[src/rtl/wdr_pkg.sv]
// Purpose: constants and carrier types for the watchdog and reset-cause block
// Assumes: AHB-Lite slave with 32-bit data, one word per register
// Notes:   low address byte decodes the register; upper address bits are ignored
package wdr_pkg;

  // register byte offsets
  localparam logic [7:0] ADDR_STATUS  = 8'h00;
  localparam logic [7:0] ADDR_CONTROL = 8'h04;
  localparam logic [7:0] ADDR_RESTART = 8'h08;

  // reset_cause_status fields
  localparam int FLAG_POR   = 0;
  localparam int FLAG_PIN   = 1;
  localparam int FLAG_BROWN = 2;
  localparam int FLAG_WDOG  = 3;
  localparam int FLAG_SCAN  = 4;
  localparam int FLAG_W     = 5;
  localparam logic [4:0] STATUS_RST = 5'h01;

  // watchdog_control fields
  localparam int CTRL_SEL_LSB = 0;
  localparam int CTRL_SEL_W   = 3;
  localparam int CTRL_EN      = 3;
  localparam int CTRL_CE      = 4;
  localparam int CTRL_W       = 5;

  // change-enable window length in system clock cycles
  localparam logic [2:0] CE_WINDOW_CYCLES = 3'h4;
  // shortest time-out, in watchdog oscillator cycles
  localparam int BASE_TIMEOUT_CYCLES = 16384;
  localparam int CNT_W               = 21;

  localparam logic [1:0] HTRANS_NONSEQ = 2'h2;
  localparam logic       HRESP_OKAY    = 1'b0;

  typedef struct packed {
    logic        hsel;
    logic [31:0] haddr;
    logic [1:0]  htrans;
    logic        hwrite;
    logic [2:0]  hsize;
    logic [31:0] hwdata;
    logic        hready;
  } wdr_ahb_req_t;

  typedef struct packed {
    logic [31:0] hrdata;
    logic        hreadyout;
    logic        hresp;
  } wdr_ahb_rsp_t;

  // reset sources other than power-on and the watchdog itself
  typedef struct packed {
    logic scan;
    logic brownout;
    logic pin;
  } wdr_cause_t;

endpackage : wdr_pkg

[src/rtl/wdr_watchdog.sv]
// Purpose: watchdog timer with timed change sequence and reset-cause flags
// Assumes: all inputs synchronous to clk_sys; wdt_tick is one pulse per oscillator cycle
// Notes:   reset_n acts as the power-on reset of this block
//
// Local design decisions: the register offsets and the AHB-Lite register port.
`timescale 1ns/100ps
`default_nettype none

// Functional notes
// - scan flag, bit 4, set by scan-chain reset; cleared by power-on or zero write
// - watchdog flag, bit 3, set on watchdog reset; cleared by power-on or zero write
// - brown-out flag, bit 2, set on brown-out; cleared by power-on or zero write
// - pin flag, bit 1, set on external reset; cleared by power-on or zero write
// - power-on flag, bit 0, set at power-on; cleared only by software zero write
// - control bits 7 to 5 read as zero
// - clearing enable is ignored unless change-enable is currently one
// - change-enable clears itself four system clock cycles after being written
// - time-out select is written only while change-enable is one; a chip reset clears it
// - writing one enables the watchdog; a permitted zero disables it
// - with the always-on fuse the watchdog stays enabled regardless of sequence
// - enabled watchdog counts oscillator cycles; codes 0 to 3 give 16K to 128K
// - codes 4 to 7 give 256K, 512K, 1024K and 2048K oscillator cycles
// - time-out issues a one-cycle reset pulse
// - counter restarts on restart command, while disabled, and on any chip reset
// - with the always-on fuse the enable bit always reads as one
module wdr_watchdog #(
  parameter int BASE_CYCLES = wdr_pkg::BASE_TIMEOUT_CYCLES
) (
  input  wire logic                  clk_sys,
  input  wire logic                  reset_n,
  input  wire wdr_pkg::wdr_ahb_req_t ahb_req,
  output var  wdr_pkg::wdr_ahb_rsp_t ahb_rsp,
  input  wire wdr_pkg::wdr_cause_t   reset_cause,
  input  wire logic                  always_on_fuse,
  input  wire logic                  wdt_tick,
  output logic                       wdt_reset_pulse
);
  import wdr_pkg::*;

  initial begin
    if (BASE_CYCLES < 2 || (longint'(BASE_CYCLES) << 7) > (longint'(1) << CNT_W)) begin
      $error("BASE_CYCLES does not fit the counter");
    end
  end

  typedef struct packed {
    logic [FLAG_W-1:0]     status;
    logic                  enable;
    logic [CTRL_SEL_W-1:0] sel;
    logic [2:0]            ce_cnt;
    logic [CNT_W-1:0]      count;
    logic                  dph_valid;
    logic                  dph_write;
    logic [7:0]            dph_addr;
    logic [31:0]           hrdata;
    logic                  hreadyout;
    logic                  wdt_reset;
  } wdr_state_t;

  wdr_state_t s_r;
  wdr_state_t s_nxt;

  // last count before time-out for a select code
  function automatic logic [CNT_W-1:0] last_count(input logic [CTRL_SEL_W-1:0] sel);
    longint lim;
    lim = longint'(BASE_CYCLES) << sel;
    return CNT_W'(lim - 1);
  endfunction : last_count

  function automatic logic [31:0] read_value(input logic [7:0] addr,
                                             input wdr_state_t st,
                                             input logic fuse);
    logic [31:0] v;
    v = 32'h0000_0000;
    if (addr == ADDR_STATUS) begin
      v[FLAG_W-1:0] = st.status;
    end else if (addr == ADDR_CONTROL) begin
      v[CTRL_CE]                               = (st.ce_cnt != 3'h0);
      v[CTRL_EN]                               = st.enable | fuse;
      v[CTRL_SEL_LSB +: CTRL_SEL_W]            = st.sel;
    end
    return v;
  endfunction : read_value

  logic       wr_status;
  logic       wr_control;
  logic       wr_restart;
  logic       ce_open;
  logic       en_now;
  logic       timeout;
  logic       chip_rst;
  logic       reopen;
  logic       sel_chg;
  logic [7:0] wbyte;

  always_comb begin
    wbyte      = ahb_req.hwdata[7:0];
    wr_status  = s_r.dph_valid && s_r.dph_write && s_r.dph_addr == ADDR_STATUS;
    wr_control = s_r.dph_valid && s_r.dph_write && s_r.dph_addr == ADDR_CONTROL;
    wr_restart = s_r.dph_valid && s_r.dph_write && s_r.dph_addr == ADDR_RESTART;
    ce_open    = (s_r.ce_cnt != 3'h0);
    reopen     = wr_control && wbyte[CTRL_CE] && wbyte[CTRL_EN];
    // a new select restarts the count, so a count past a shorter limit cannot run to wrap
    sel_chg    = wr_control && ce_open && !wbyte[CTRL_CE] && !reopen &&
                 wbyte[CTRL_SEL_LSB +: CTRL_SEL_W] != s_r.sel;
    en_now     = s_r.enable | always_on_fuse;
    timeout    = en_now && wdt_tick && !wr_restart && !sel_chg &&
                 s_r.count == last_count(s_r.sel);
    chip_rst   = timeout | reset_cause.scan | reset_cause.brownout | reset_cause.pin;

    s_nxt           = s_r;
    s_nxt.hreadyout = 1'b1;
    s_nxt.wdt_reset = timeout;

    // window counts down every cycle
    if (ce_open) begin
      s_nxt.ce_cnt = s_r.ce_cnt - 3'h1;
    end

    if (wr_control) begin
      if (reopen) begin
        s_nxt.enable = 1'b1;
        s_nxt.ce_cnt = CE_WINDOW_CYCLES;
      end else if (ce_open && !wbyte[CTRL_CE]) begin
        s_nxt.enable = wbyte[CTRL_EN];
        s_nxt.sel    = wbyte[CTRL_SEL_LSB +: CTRL_SEL_W];
        s_nxt.ce_cnt = 3'h0;
      end else if (wbyte[CTRL_EN]) begin
        s_nxt.enable = 1'b1;
      end
    end

    // counting against the selected time-out
    if (!en_now || wr_restart || sel_chg) begin
      s_nxt.count = '0;
    end else if (wdt_tick) begin
      if (timeout) begin
        s_nxt.count = '0;
      end else begin
        s_nxt.count = s_r.count + CNT_W'(1);
      end
    end

    // a chip reset returns the control to its initial state
    if (chip_rst) begin
      s_nxt.enable = 1'b0;
      s_nxt.sel    = '0;
      s_nxt.ce_cnt = 3'h0;
      s_nxt.count  = '0;
    end

    // set wins over a software clear in the same cycle
    if (wr_status) begin
      s_nxt.status = s_r.status & wbyte[FLAG_W-1:0];
    end
    if (reset_cause.scan) begin
      s_nxt.status[FLAG_SCAN] = 1'b1;
    end
    if (timeout) begin
      s_nxt.status[FLAG_WDOG] = 1'b1;
    end
    if (reset_cause.brownout) begin
      s_nxt.status[FLAG_BROWN] = 1'b1;
    end
    if (reset_cause.pin) begin
      s_nxt.status[FLAG_PIN] = 1'b1;
    end

    // address phase; read data taken from the post-write state so
    // a read right after a write sees the new value
    if (ahb_req.hsel && ahb_req.hready && ahb_req.htrans[1]) begin
      s_nxt.dph_valid = 1'b1;
      s_nxt.dph_write = ahb_req.hwrite;
      s_nxt.dph_addr  = ahb_req.haddr[7:0];
      if (!ahb_req.hwrite) begin
        s_nxt.hrdata = read_value(ahb_req.haddr[7:0], s_nxt, always_on_fuse);
      end
    end else if (ahb_req.hready) begin
      s_nxt.dph_valid = 1'b0;
    end
  end

  always_ff @(posedge clk_sys) begin
    if (!reset_n) begin
      s_r           <= '0;
      s_r.status    <= STATUS_RST;
      s_r.hreadyout <= 1'b1;
    end else begin
      s_r <= s_nxt;
    end
  end

  always_comb begin
    ahb_rsp.hrdata    = s_r.hrdata;
    ahb_rsp.hreadyout = s_r.hreadyout;
    ahb_rsp.hresp     = HRESP_OKAY;
    wdt_reset_pulse   = s_r.wdt_reset;
  end

  // checks
  logic [31:0] ctrl_view;
  assign ctrl_view = read_value(ADDR_CONTROL, s_r, always_on_fuse);

  property p_scan_set;
    @(posedge clk_sys) disable iff (!reset_n)
      reset_cause.scan |=> s_r.status[FLAG_SCAN];
  endproperty
  a_scan_set: assert property (p_scan_set) else $error("scan flag not set");

  property p_wdog_flag;
    @(posedge clk_sys) disable iff (!reset_n)
      $rose(wdt_reset_pulse) |-> s_r.status[FLAG_WDOG] && !s_r.enable && s_r.count == '0;
  endproperty
  a_wdog_flag: assert property (p_wdog_flag) else $error("time-out without flag or reset");

  property p_brown_set;
    @(posedge clk_sys) disable iff (!reset_n)
      reset_cause.brownout |=> s_r.status[FLAG_BROWN] && s_r.count == '0;
  endproperty
  a_brown_set: assert property (p_brown_set) else $error("brown-out flag not set");

  property p_pin_set;
    @(posedge clk_sys) disable iff (!reset_n)
      reset_cause.pin |=> s_r.status[FLAG_PIN] && !s_r.enable;
  endproperty
  a_pin_set: assert property (p_pin_set) else $error("pin flag not set");

  property p_por_hold;
    @(posedge clk_sys) disable iff (!reset_n)
      $fell(s_r.status[FLAG_POR]) |-> $past(wr_status) && !$past(wbyte[FLAG_POR]);
  endproperty
  a_por_hold: assert property (p_por_hold) else $error("power-on flag lost");

  property p_reserved;
    @(posedge clk_sys) disable iff (!reset_n)
      ctrl_view[7:5] == 3'h0 && ahb_rsp.hrdata[31:5] == 27'h0;
  endproperty
  a_reserved: assert property (p_reserved) else $error("reserved bits not zero");

  property p_en_guard;
    @(posedge clk_sys) disable iff (!reset_n)
      $fell(s_r.enable) |-> $past(ce_open) || $past(chip_rst);
  endproperty
  a_en_guard: assert property (p_en_guard) else $error("enable cleared outside window");

  property p_ce_close;
    @(posedge clk_sys) disable iff (!reset_n)
      (s_r.ce_cnt == CE_WINDOW_CYCLES && !reopen) ##1 (!reopen)[*3] |=> !ce_open;
  endproperty
  a_ce_close: assert property (p_ce_close) else $error("change window not closed");

  property p_sel_guard;
    @(posedge clk_sys) disable iff (!reset_n)
      $changed(s_r.sel) |-> $past(ce_open) || $past(chip_rst);
  endproperty
  a_sel_guard: assert property (p_sel_guard) else $error("select changed outside window");

  property p_enable_write;
    @(posedge clk_sys) disable iff (!reset_n)
      wr_control && wbyte[CTRL_EN] && !chip_rst |=> s_r.enable;
  endproperty
  a_enable_write: assert property (p_enable_write) else $error("enable write lost");

  property p_fuse_on;
    @(posedge clk_sys) disable iff (!reset_n)
      always_on_fuse |-> ctrl_view[CTRL_EN] && en_now;
  endproperty
  a_fuse_on: assert property (p_fuse_on) else $error("fuse does not hold enable");

  property p_timeout;
    @(posedge clk_sys) disable iff (!reset_n)
      en_now && wdt_tick && !wr_restart && !sel_chg && s_r.count == last_count(s_r.sel)
      |=> wdt_reset_pulse ##1 !wdt_reset_pulse;
  endproperty
  a_timeout: assert property (p_timeout) else $error("time-out pulse wrong");

  property p_limit;
    @(posedge clk_sys) disable iff (!reset_n)
      s_r.count <= last_count(s_r.sel) || $changed(s_r.sel);
  endproperty
  a_limit: assert property (p_limit) else $error("counter passed time-out");

  property p_restart;
    @(posedge clk_sys) disable iff (!reset_n)
      wr_restart || !en_now |=> s_r.count == '0;
  endproperty
  a_restart: assert property (p_restart) else $error("counter not restarted");

  property p_reopen;
    @(posedge clk_sys) disable iff (!reset_n)
      reopen && !chip_rst |=> s_r.ce_cnt == CE_WINDOW_CYCLES && s_r.enable;
  endproperty
  a_reopen: assert property (p_reopen) else $error("window not reopened");

endmodule : wdr_watchdog

`default_nettype wire

[config.mk]
export PLATFORM = sky130hd
export DESIGN_NAME = wdr_watchdog
export DESIGN_NICKNAME = d
export VERILOG_FILES = /design/src/rtl/wdr_pkg.sv /design/src/rtl/wdr_watchdog.sv
export SDC_FILE = /design/constraint.sdc
export NUM_CORES = 1
export LEC_CHECK = 0
export ABC_AREA = 1
export ABC_CLOCK_PERIOD_IN_PS = 2800
export BUFFER_PORTS_ARGS = -buffer_cell sky130_fd_sc_hd__buf_2
export CAP_MARGIN = 5
export CORE_UTILIZATION = 30
export DETAILED_ROUTE_END_ITERATION = 7
export PLACE_DENSITY_LB_ADDON = 0.08
export SKIP_CTS_REPAIR_TIMING = 1
export SYNTH_ARGS = -nofsm -noshare
export SYNTH_HDL_FRONTEND = slang
export SYNTH_SLANG_ARGS = --single-unit
export TNS_END_PERCENT = 30
[constraint.sdc]
create_clock -name clk_sys -period 2.8 [get_ports clk_sys]
set_input_delay 0.14 -clock clk_sys [delete_from_list [all_inputs] [get_ports clk_sys]]
set_output_delay 0.14 -clock clk_sys [all_outputs]
set_load 0.02 [all_outputs]
# == After elaboration in Yosys (flattened, before gate mapping) ==
# Cells that the tools add are included.
# totals
reg_bits,50
in_bits,79
output_inout_bits,35
wordCells,80
# op_classes
addsub,3
eq_ne,5
shifts,1
n_mux,21
bitwise_logic,8
reduce_logical,31
# ops
operator,n
$mux W21,3
$mux W28,1
$add A21 B1 Y21 const B,1
$eq A21 B21 Y1,1
$shl A15 B3 Y21 const A,1
$sub A21 B2 Y21 const B,1
$logic_and A1 B1 Y1,17
$eq A8 B3 Y1 const B,2
$logic_not A8 Y1,2
$mux W5,3
$mux W1,9
$mux W3,3
$eq A8 B4 Y1 const B,1
$mux W7,1
$mux W6,1
$reduce_bool A3 Y1,2
$and A5 B5 Y5,1
$logic_not A1 Y1,5
$or A1 B1 Y1,5
$ne A3 B3 Y1,1
$reduce_or A3 Y1,1
$sub A3 B1 Y3 const B,1
$logic_or A1 B1 Y1,2
$not A1 Y1,2
2 further kinds,2

# == Depth between registers and ports, before layout ==
# Gate-level depths: netlist of run 1.
# depth
word_depth,17
depth_mapped,19
mapped_depth_nobuf,17

# == Least setup slack after synthesis of run 1 ==
# OpenSTA, ideal clock, no wires.
# synth_timing
kind,flip-flop to flip-flop
from,register s_r (netlist bit ctrl_view[1])
to,register s_r (netlist bit ahb_rsp[5])
setup_time_ps,117
arrival_time_ps,1767
required_ps,2683
setup_slack_ps,915
stages_incl_launch_ff,19
path_buffers,2
synth_period_minus_slack_ps,1885
path_cell_list,dfxtp_1 > buf_6 > nor2_4 > nand2_1 > ha_1 > inv_1 > nand2_1 > nand2_1 > nor2_1 > nand2_1 > nor2_1 > nand2_1 > nor2_2 > nand3_2 > buf_6 > nand3_1 > nor2_1 > nor2_1 > nor2_1
# synth_via
elab_chain_len,12
elab_cells_between_ends,16
classes_between,1 x add/sub; 2 x eq/ne; 1 x shift; 4 x mux; 4 x bitwise; 4 x reduce/logical
# synth_lines
item,line,text
start: declaration,wdr_watchdog.sv:60,wdr_state_t s_r;
start signal: assignment,wdr_watchdog.sv:189,s_r <= s_nxt;
branches (longest 4 deep; another with $sub A21 B2 Y21),n/a,
$logic_and A1 B1 Y1 *,wdr_watchdog.sv:107,timeout = en_now && wdt_tick && !wr_restart && !sel_chg &&
$or A1 B1 Y1 (3 in a row),wdr_watchdog.sv:109,chip_rst = timeout | reset_cause.scan | reset_cause.brownout | reset_cause.pin;
$mux W28,wdr_watchdog.sv:145,if (chip_rst) begin
$or A1 B1 Y1,wdr_watchdog.sv:79,v[CTRL_EN] = st.enable | fuse;
$mux W5,wdr_watchdog.sv:77,end else if (addr == ADDR_CONTROL) begin
$mux W5 *,wdr_watchdog.sv:75,if (addr == ADDR_STATUS) begin
# Mark *: on every way between the ends.
# A chain may end at the register's enable or synchronous reset.

# == Final worst setup path of run 1 ==
# Ends and elaborated chain as after synthesis.

==> out/metrics.yaml, run 1 <==
worst_setup_path:
  critical_path_arrival_ns: 2.38
  cp.required_ns: 3.00
  cp_cell_sequence: "nor2_4, nand2_1, ha_1, inv_2, nand2_1, nand2_1, nand2_1, nand2_1, nor2_1, nand2_1, nor2_2, nand3_2, buf_4, nand3_1, nor2_1, nor2_1, nor2_1"
  rrSetupSlack_ns: 0.62
  worst_setup_path_start_kind: "flop"
  path_class: "reg2reg"
  cp_slowest_cell: "dfxtp_1"
  crit_top_cell: "nand2_1"
  critPathMaxStageDelay_ns: 0.60
  cp_max_fo: 10
  r2r-end: "ahb_rsp[5]$_SDFFE_PN0P_"
  crit_buf_inv: 2
  cp_top_family: "simple AND/OR/NAND/NOR gates"
  r2r_start: "ctrl_view[1]$_SDFF_PN0_"
  worstSetupEndpointType: "flop"
  reg2reg_depth: 17
yosys:
  async_flop_share: 0
  synth_edf_count: 0
  yosysTopAreaCell: "dfxtp_1"
  yosys-top-cells-area: "dfxtp_1, nand2_1, buf_4, nor2_1, inv_1"
  synth_area_mm2: 0.00295
  yosysTopAreaCellShare: 0.333
  synth-main-ff-cell: "dfxtp_1"
  ys_types: 43
  synth_cells: 419
  ys_seq_area_frac: 0.333
  ys.warnings.count: 0
  yosys-top-cells-count: "nand2_1, nor2_1, dfxtp_1"
  synth_area_per_cell_um2: 7.03
  synth.most_common_cell: "nand2_1"
  ys_ff_latch: 49
global_route:
  track_usage: 0.130
  grt_first_pass_wirelength_um: 10500
  overflow: 0
  antenna_found_initial: 0
  grt_pass1_vias: 2267
  grt_start_max_net_pins: 22
route:
  ant_nets: 0
  routedWlPerCell_um: 10.8
  vias_per_cell: 4.21
  drc: 0
  num_vias: 2426
  drt_first_iter_violations: 55
  dr.pass1.iters: 4
  wirelength_um: 6200
timing:
  rsz0062_at_grt: "no"
  setup_viol: 0
  fin_crit_ns: 2.18
  hold_viol_final: 0
  max_slew_margin: 0.581
  clock.fmax_mhz: 458
  fin_crit_sh: 0.779
  skew_ns: 0.00650
  tightest_slew_ns: 0.627
  setup_tns_ns: 0
  slew_viol_final: 0
placement:
  dp_hpwl_um: 4850
  io_buffers: 29
  place_congestion: 0.728
final_layout:
  syn2layout_area_growth_pct: 8.07
  drive_above_1_share: 0.172
  n_fill_cell: 1062
  utilization: 0.340
  antenna_cells: 0
  nNetsFinal: 530
power:
  p_per_area_mw_per_mm2: 401
  peakVddDrop_v: 0.000175
  static-leakage-power_nw: 1.31
worst_hold_path:
  hold_path.startpoint: "ahb_req[0]"
  hold_path_end: "s_r[43]$_SDFFE_PN0P_"
  hold_class: "in2reg"
  holdPathStages: 4
cts:
  cts_sinks: 49
  cts_htree_levels: 2
  path_clk_slew_ns: 0.09
  clkLatencyLatePin_ns: 0.30
  numCtsBuffers: 5
  cts_tree: "done"
  clockBufferDepth: 2
  cts-root-buf: "clkbuf_8"
floorplan:
  num_rows: 35
  fp.coreArea_mm2: 0.00937
  io_pins: 114
  die_area_mm2: 0.0102
  die_y_um: 101
  start_util: 0.314
  die_x_um: 101
flow_run:
  maxCapViolations: 0
status:
  outcome: "finished clean"
## worst min-delay path: cells and delay by family
family	cells	cell delay, ns
buffers and inverters	2	0.11
AND/OR/NAND/NOR	1	0.04
AO/OA/AOI/OAI	1	0.05
## placed cells by master (no fill, tap or decap), drive strengths merged
cell	netlist	routed
nand2	88	88
nor2	59	59
inv	52	52
dfxtp	49	49
buf	40	35
conb	2	29
a21oi	25	25
o21ai	24	24
nand3	24	24
xor2	11	11
nand4	10	10
nor3	7	7
clkbuf	1	6
xnor2	4	4
ha	4	4
nor3b	4	4
or2	3	3
nor4	3	3
o21bai	2	2
and2	1	1
clkinv	1	1
a32o	1	1
nand3b	1	1
a211oi	1	1
nor4b	1	1
and3	1	1
clkinvlp	0	1
## sequential cells by signal (all words and copies together) (netlist names)
register and flops:
wdt_reset_pulse 1, s_r 40, ahb_rsp 5, ctrl_view 3
## worst max path at each step
stage	startpoint	to	slack [ns]	depth (start not counted)
after floorplan	ctrl_view[1]$_SDFF_PN0_	ahb_rsp[5]$_SDFFE_PN0P_	0.92	18
after global placement	ctrl_view[1]$_SDFF_PN0_	ahb_rsp[5]$_SDFFE_PN0P_	0.57	17
after detailed placement	ctrl_view[1]$_SDFF_PN0_	ahb_rsp[5]$_SDFFE_PN0P_	0.60	17
after CTS	ctrl_view[1]$_SDFF_PN0_	ahb_rsp[5]$_SDFFE_PN0P_	0.58	17
after global routing	ctrl_view[1]$_SDFF_PN0_	s_r[62]$_SDFFE_PP0P_	0.34	15
final	ctrl_view[1]$_SDFF_PN0_	ahb_rsp[5]$_SDFFE_PN0P_	0.62	17
## stage by stage
stage | cells | power, W | instance area (um2) | setup WS, ns | hold WS [ns]
6_report | 576 | 0.00128 | 3180 | 0.617 | 0.103
4_1_cts | 576 | 0.00130 | 3180 | 0.584 | 0.0945
3_3_place_gp | 569 | 0.000855 | 3090 | 0.568 | 0.412
5_1_grt | 576 | 0.00134 | 3180 | 0.337 | 0.105
2_1_floorplan | 446 | 0.000848 | 3050 | 0.915 | 0.278
3_5_place_dp | 569 | 0.000856 | 3090 | 0.599 | 0.419
## power breakdown
group	switching (W)	internal, W	total (W)
clock	0.000244	0.000196	0.000440
combinational	0.0000898	0.0000336	0.000123
sequential	0.00000585	0.000709	0.000715
total	0.000339	0.000939	0.00128
## layout make-up
cell class | count | area, um2 | area share
repair buffers | 35 | 190 | 0.0597
multi-input cells | 303 | 1560 | 0.490
flip-flops and latches | 49 | 981 | 0.308
inverters | 53 | 201 | 0.0633
well taps | 129 | 161 | 0.0507
clock inverters | 1 | 7.51 | 0.00236
clock buffers | 6 | 82.6 | 0.0259
## per-layer routing
| metal | part of all wire | routed length (um) | vias to the layer above | track usage |
|---|---|---|---|---|
| li1 | - | - | 1319 | - |
| met1 | 0.49 | 3060 | 1056 | 0.163 |
| met2 | 0.47 | 2910 | 46 | 0.231 |
| met3 | 0.029 | 179 | 5 | 0.0236 |
| met4 | 0.0068 | 42 | 0 | 0.0301 |
| met5 | 0 | 0 | - | 0 |
## cells by family (layout without fill, tap and decap cells)
family                     after synthesis  in the layout  share of synthesized area
AOI/OAI and AO/OA                       53             53                     0.0943
xor gates and xnor gates                15             15                     0.0446
adders and majority gates                4              4                     0.0170
buffers and inverters                   94             95                      0.172
DFF                                     49             49                      0.333
other                                    2             29                    0.00255
and+or+nand+nor                        202            202                      0.337
(Power assumes the default switching activity.)
==> run 2, diff against run 1 <==
--- a/config.mk
+++ b/config.mk
@@ -6,7 +6,7 @@
 export NUM_CORES = 1
 export LEC_CHECK = 0
 export ABC_AREA = 1
-export ABC_CLOCK_PERIOD_IN_PS = 2800
+export ABC_CLOCK_PERIOD_IN_PS = 1900
 export BUFFER_PORTS_ARGS = -buffer_cell sky130_fd_sc_hd__buf_2
 export CAP_MARGIN = 5
 export CORE_UTILIZATION = 30
==> constraint.sdc (replaced) <==
create_clock -name clk_sys -period 1.9 [get_ports clk_sys]
set_input_delay 0.095 -clock clk_sys [delete_from_list [all_inputs] [get_ports clk_sys]]
set_output_delay 0.095 -clock clk_sys [all_outputs]
set_load 0.02 [all_outputs]
==> run 2 against run 1 <==
- the run now ends with negative setup slack left
- fmax increased by 6.4%
- worst setup slack got worse by 0.77 ns
- non-clock buffer count increased by 15
- clock-buffer cell count increased by 1
- sequential cell count unchanged
- clock skew increased by 0.0067 ns
- largest cell class unchanged
==> out/metrics.yaml, run 2 (same netlist as run 1, synthesis figures left out) <==
status:
  outcome: "finished, violations left"  # was finished clean
  violations: "negative setup slack"
worst_setup_path:
  path_class: "reg2reg"  # unchanged
  cp_cell_sequence: "nor2_4, nand2_2, ha_4, inv_2, nand2_2, nand2_1, nor2_1, nand2_1, nor2_1, nand2_1, nor2_2, nand3_4, buf_12, nand2_4, nand2_2, nand2_1, nor2_1, nor2_1"  # was nor2_4, nand2_1, ha_1, inv_2, nand2_1, nand2_1, nand2_1, nand2_1, nor2_1, nand2_1, nor2_2, nand3_2, buf_4, nand3_1, nor2_1, nor2_1, nor2_1
  cp_top_family: "simple AND/OR/NAND/NOR gates"  # unchanged
  critPathMaxStageDelay_ns: 0.38  # was 0.60 ns
  crit_buf_inv: 2  # unchanged
  worst_setup_path_start_kind: "flop"  # unchanged
  cp_slowest_cell: "dfxtp_4"  # was dfxtp_1
  cp_max_fo: 5  # was 10
  cp.required_ns: 2.14  # was 3.00 ns
  startpoint: "ctrl_view[0]$_SDFF_PN0_"  # was ctrl_view[1]$_SDFF_PN0_
  worstSetupEndpointType: "flop"  # unchanged
  r2r_start: "ctrl_view[0]$_SDFF_PN0_"  # was ctrl_view[1]$_SDFF_PN0_
  critical_path_arrival_ns: 2.29  # was 2.38 ns
cts:
  numCtsBuffers: 5  # unchanged
  clockBufferDepth: 2  # unchanged
  cts_htree_levels: 2  # unchanged
  cts_sinks: 49  # unchanged
  cts-root-buf: "clkbuf_8"  # unchanged
  path_clk_slew_ns: 0.10  # was 0.09 ns
  cts_tree: "done"  # unchanged
  clkLatencyLatePin_ns: 0.30  # about the same
route:
  drt_first_iter_violations: 45  # was 55
  num_vias: 2504  # was 2,426
  routedWlPerCell_um: 10.9  # was 10.8 um
  ant_nets: 0  # unchanged
  dr.pass1.iters: 4  # unchanged
  vias_per_cell: 4.23  # was 4.21
  drc: 0  # unchanged
  wirelength_um: 6460  # was 6200 um
floorplan:
  start_util: 0.314  # unchanged
  die_y_um: 101  # unchanged
  fp.coreArea_mm2: 0.00937  # unchanged
  io_pins: 114  # unchanged
  num_rows: 35  # unchanged
  die_area_mm2: 0.0102  # unchanged
  die_x_um: 101  # unchanged
global_route:
  grt_first_pass_wirelength_um: 10900  # was 10,500 um
  antenna_found_initial: 0  # unchanged
  track_usage: 0.135  # was 0.130
  grt_start_max_net_pins: 22  # unchanged
  overflow: 0  # unchanged
  grt_pass1_vias: 2333  # was 2,267
final_layout:
  drive_above_1_share: 0.220  # was 0.172
  n_fill_cell: 1054  # was 1,062
  regMostFlops: "s_r"  # unchanged
  layout_commonest_cell: "nand2_1"  # unchanged
  syn2layout_area_growth_pct: 15.8  # was 8.07%
  largest_reg_flops: 40  # unchanged
  layout_common_cells: "nand2_1, nor2_1, dfxtp_1"  # unchanged
  nNetsFinal: 545  # was 530
  antenna_cells: 0  # unchanged
timing:
  clock.fmax_mhz: 487  # was 458 MHz
  hold_viol_final: 0  # unchanged
  slew_viol_final: 0  # unchanged
  skew_ns: 0.0132  # was 0.00650 ns
  setup_slack_ns: -0.152  # was 0.617 ns
  rsz0062_at_grt: "yes"  # was no
  setup_viol: 34  # was 0
  fin_crit_sh: 1.08  # was 0.779
  fin_crit_ns: 2.05  # was 2.18 ns
worst_hold_path:
  hold_class: "in2reg"  # unchanged
  hold_path.startpoint: "reset_cause[2]"  # was ahb_req[0]
power:
  static-leakage-power_nw: 1.42  # was 1.31 nW
  p_per_area_mw_per_mm2: 595  # was 401 mW/mm2
  finalPower_w: 0.00203  # was 0.00128 W
  peakVddDrop_v: 0.000272  # was 0.000175 V
flow_run:
  maxCapViolations: 0  # unchanged
placement:
  dp_slack_ns: -0.199  # was 0.599 ns
  io_buffers: 29  # unchanged
  place_congestion: 0.754  # was 0.728
  dp_hpwl_um: 4930  # was 4850 um
run 2: changes by cell type in the layout (fill, tap and decap cells not counted), moves of 2 or more:
cell     change
buf_4       +12
dfxtp_1      -3
nand2_1      -3
buf_12       +2
dfxtp_2      +2
nand2_2      +2
run 2: worst min-delay path, stage by stage:
cell,delay (ns)
buf_2,0.11
inv_1,0.06
a21oi_1,0.06
run 2: cell type report:
class,instances,area (um2),area share
Clock inverter,1,30.0,0.00880
Multi-Input combinational cell,303,1600,0.469
Clock buffer,7,86.3,0.0253
Tap cell,129,161,0.0473
Inverter,53,201,0.0590
Sequential cell,49,987,0.289
Timing Repair Buffer,50,345,0.101
run 2: where the power goes:
group          switching [W]  leakage (nW)  internal (W)
sequential        0.00000841         0.399       0.00104
combinational       0.000135         0.961     0.0000518
clock               0.000360        0.0585      0.000430
run 2: path summary, 6_finish.rpt:
path                                                 to  slack, ns  depth (start not counted)
worst max-delay path            ahb_rsp[5]$_SDFFE_PN0P_      -0.15                         18
worst min register to register     s_r[34]$_SDFFE_PN0P_       0.46                          2
worst max register to register  ahb_rsp[5]$_SDFFE_PN0P_      -0.15                         18
worst min-delay path                 s_r[76]$_SDFF_PN0_       0.05                          3
run 2: through the flow:
step                setup TNS [ns]  cells  utilization  hold slack (ns)  cell area (um2)
floorplan                        0    446            -            0.233             3050
global placement             -5.02    582        0.343            0.368             3220
detailed placement           -4.50    582        0.343            0.371             3220
CTS                          -5.86    590        0.356           0.0421             3330
global route                 -7.60    592        0.364           0.0503             3410
finish                       -3.18    592        0.364           0.0539             3410
run 2: metal layers:
| layer | routed length [um] | part of all wire | vias to the layer above | global-route usage |
|---|---|---|---|---|
| met5 | 0 | 0 | - | 0 |
| met3 | 212 | 0.033 | 2 | 0.0229 |
| li1 | - | - | 1350 | - |
| met4 | 31 | 0.0048 | 0 | 0.0334 |
| met1 | 3140 | 0.49 | 1106 | 0.173 |
| met2 | 3070 | 0.48 | 46 | 0.234 |
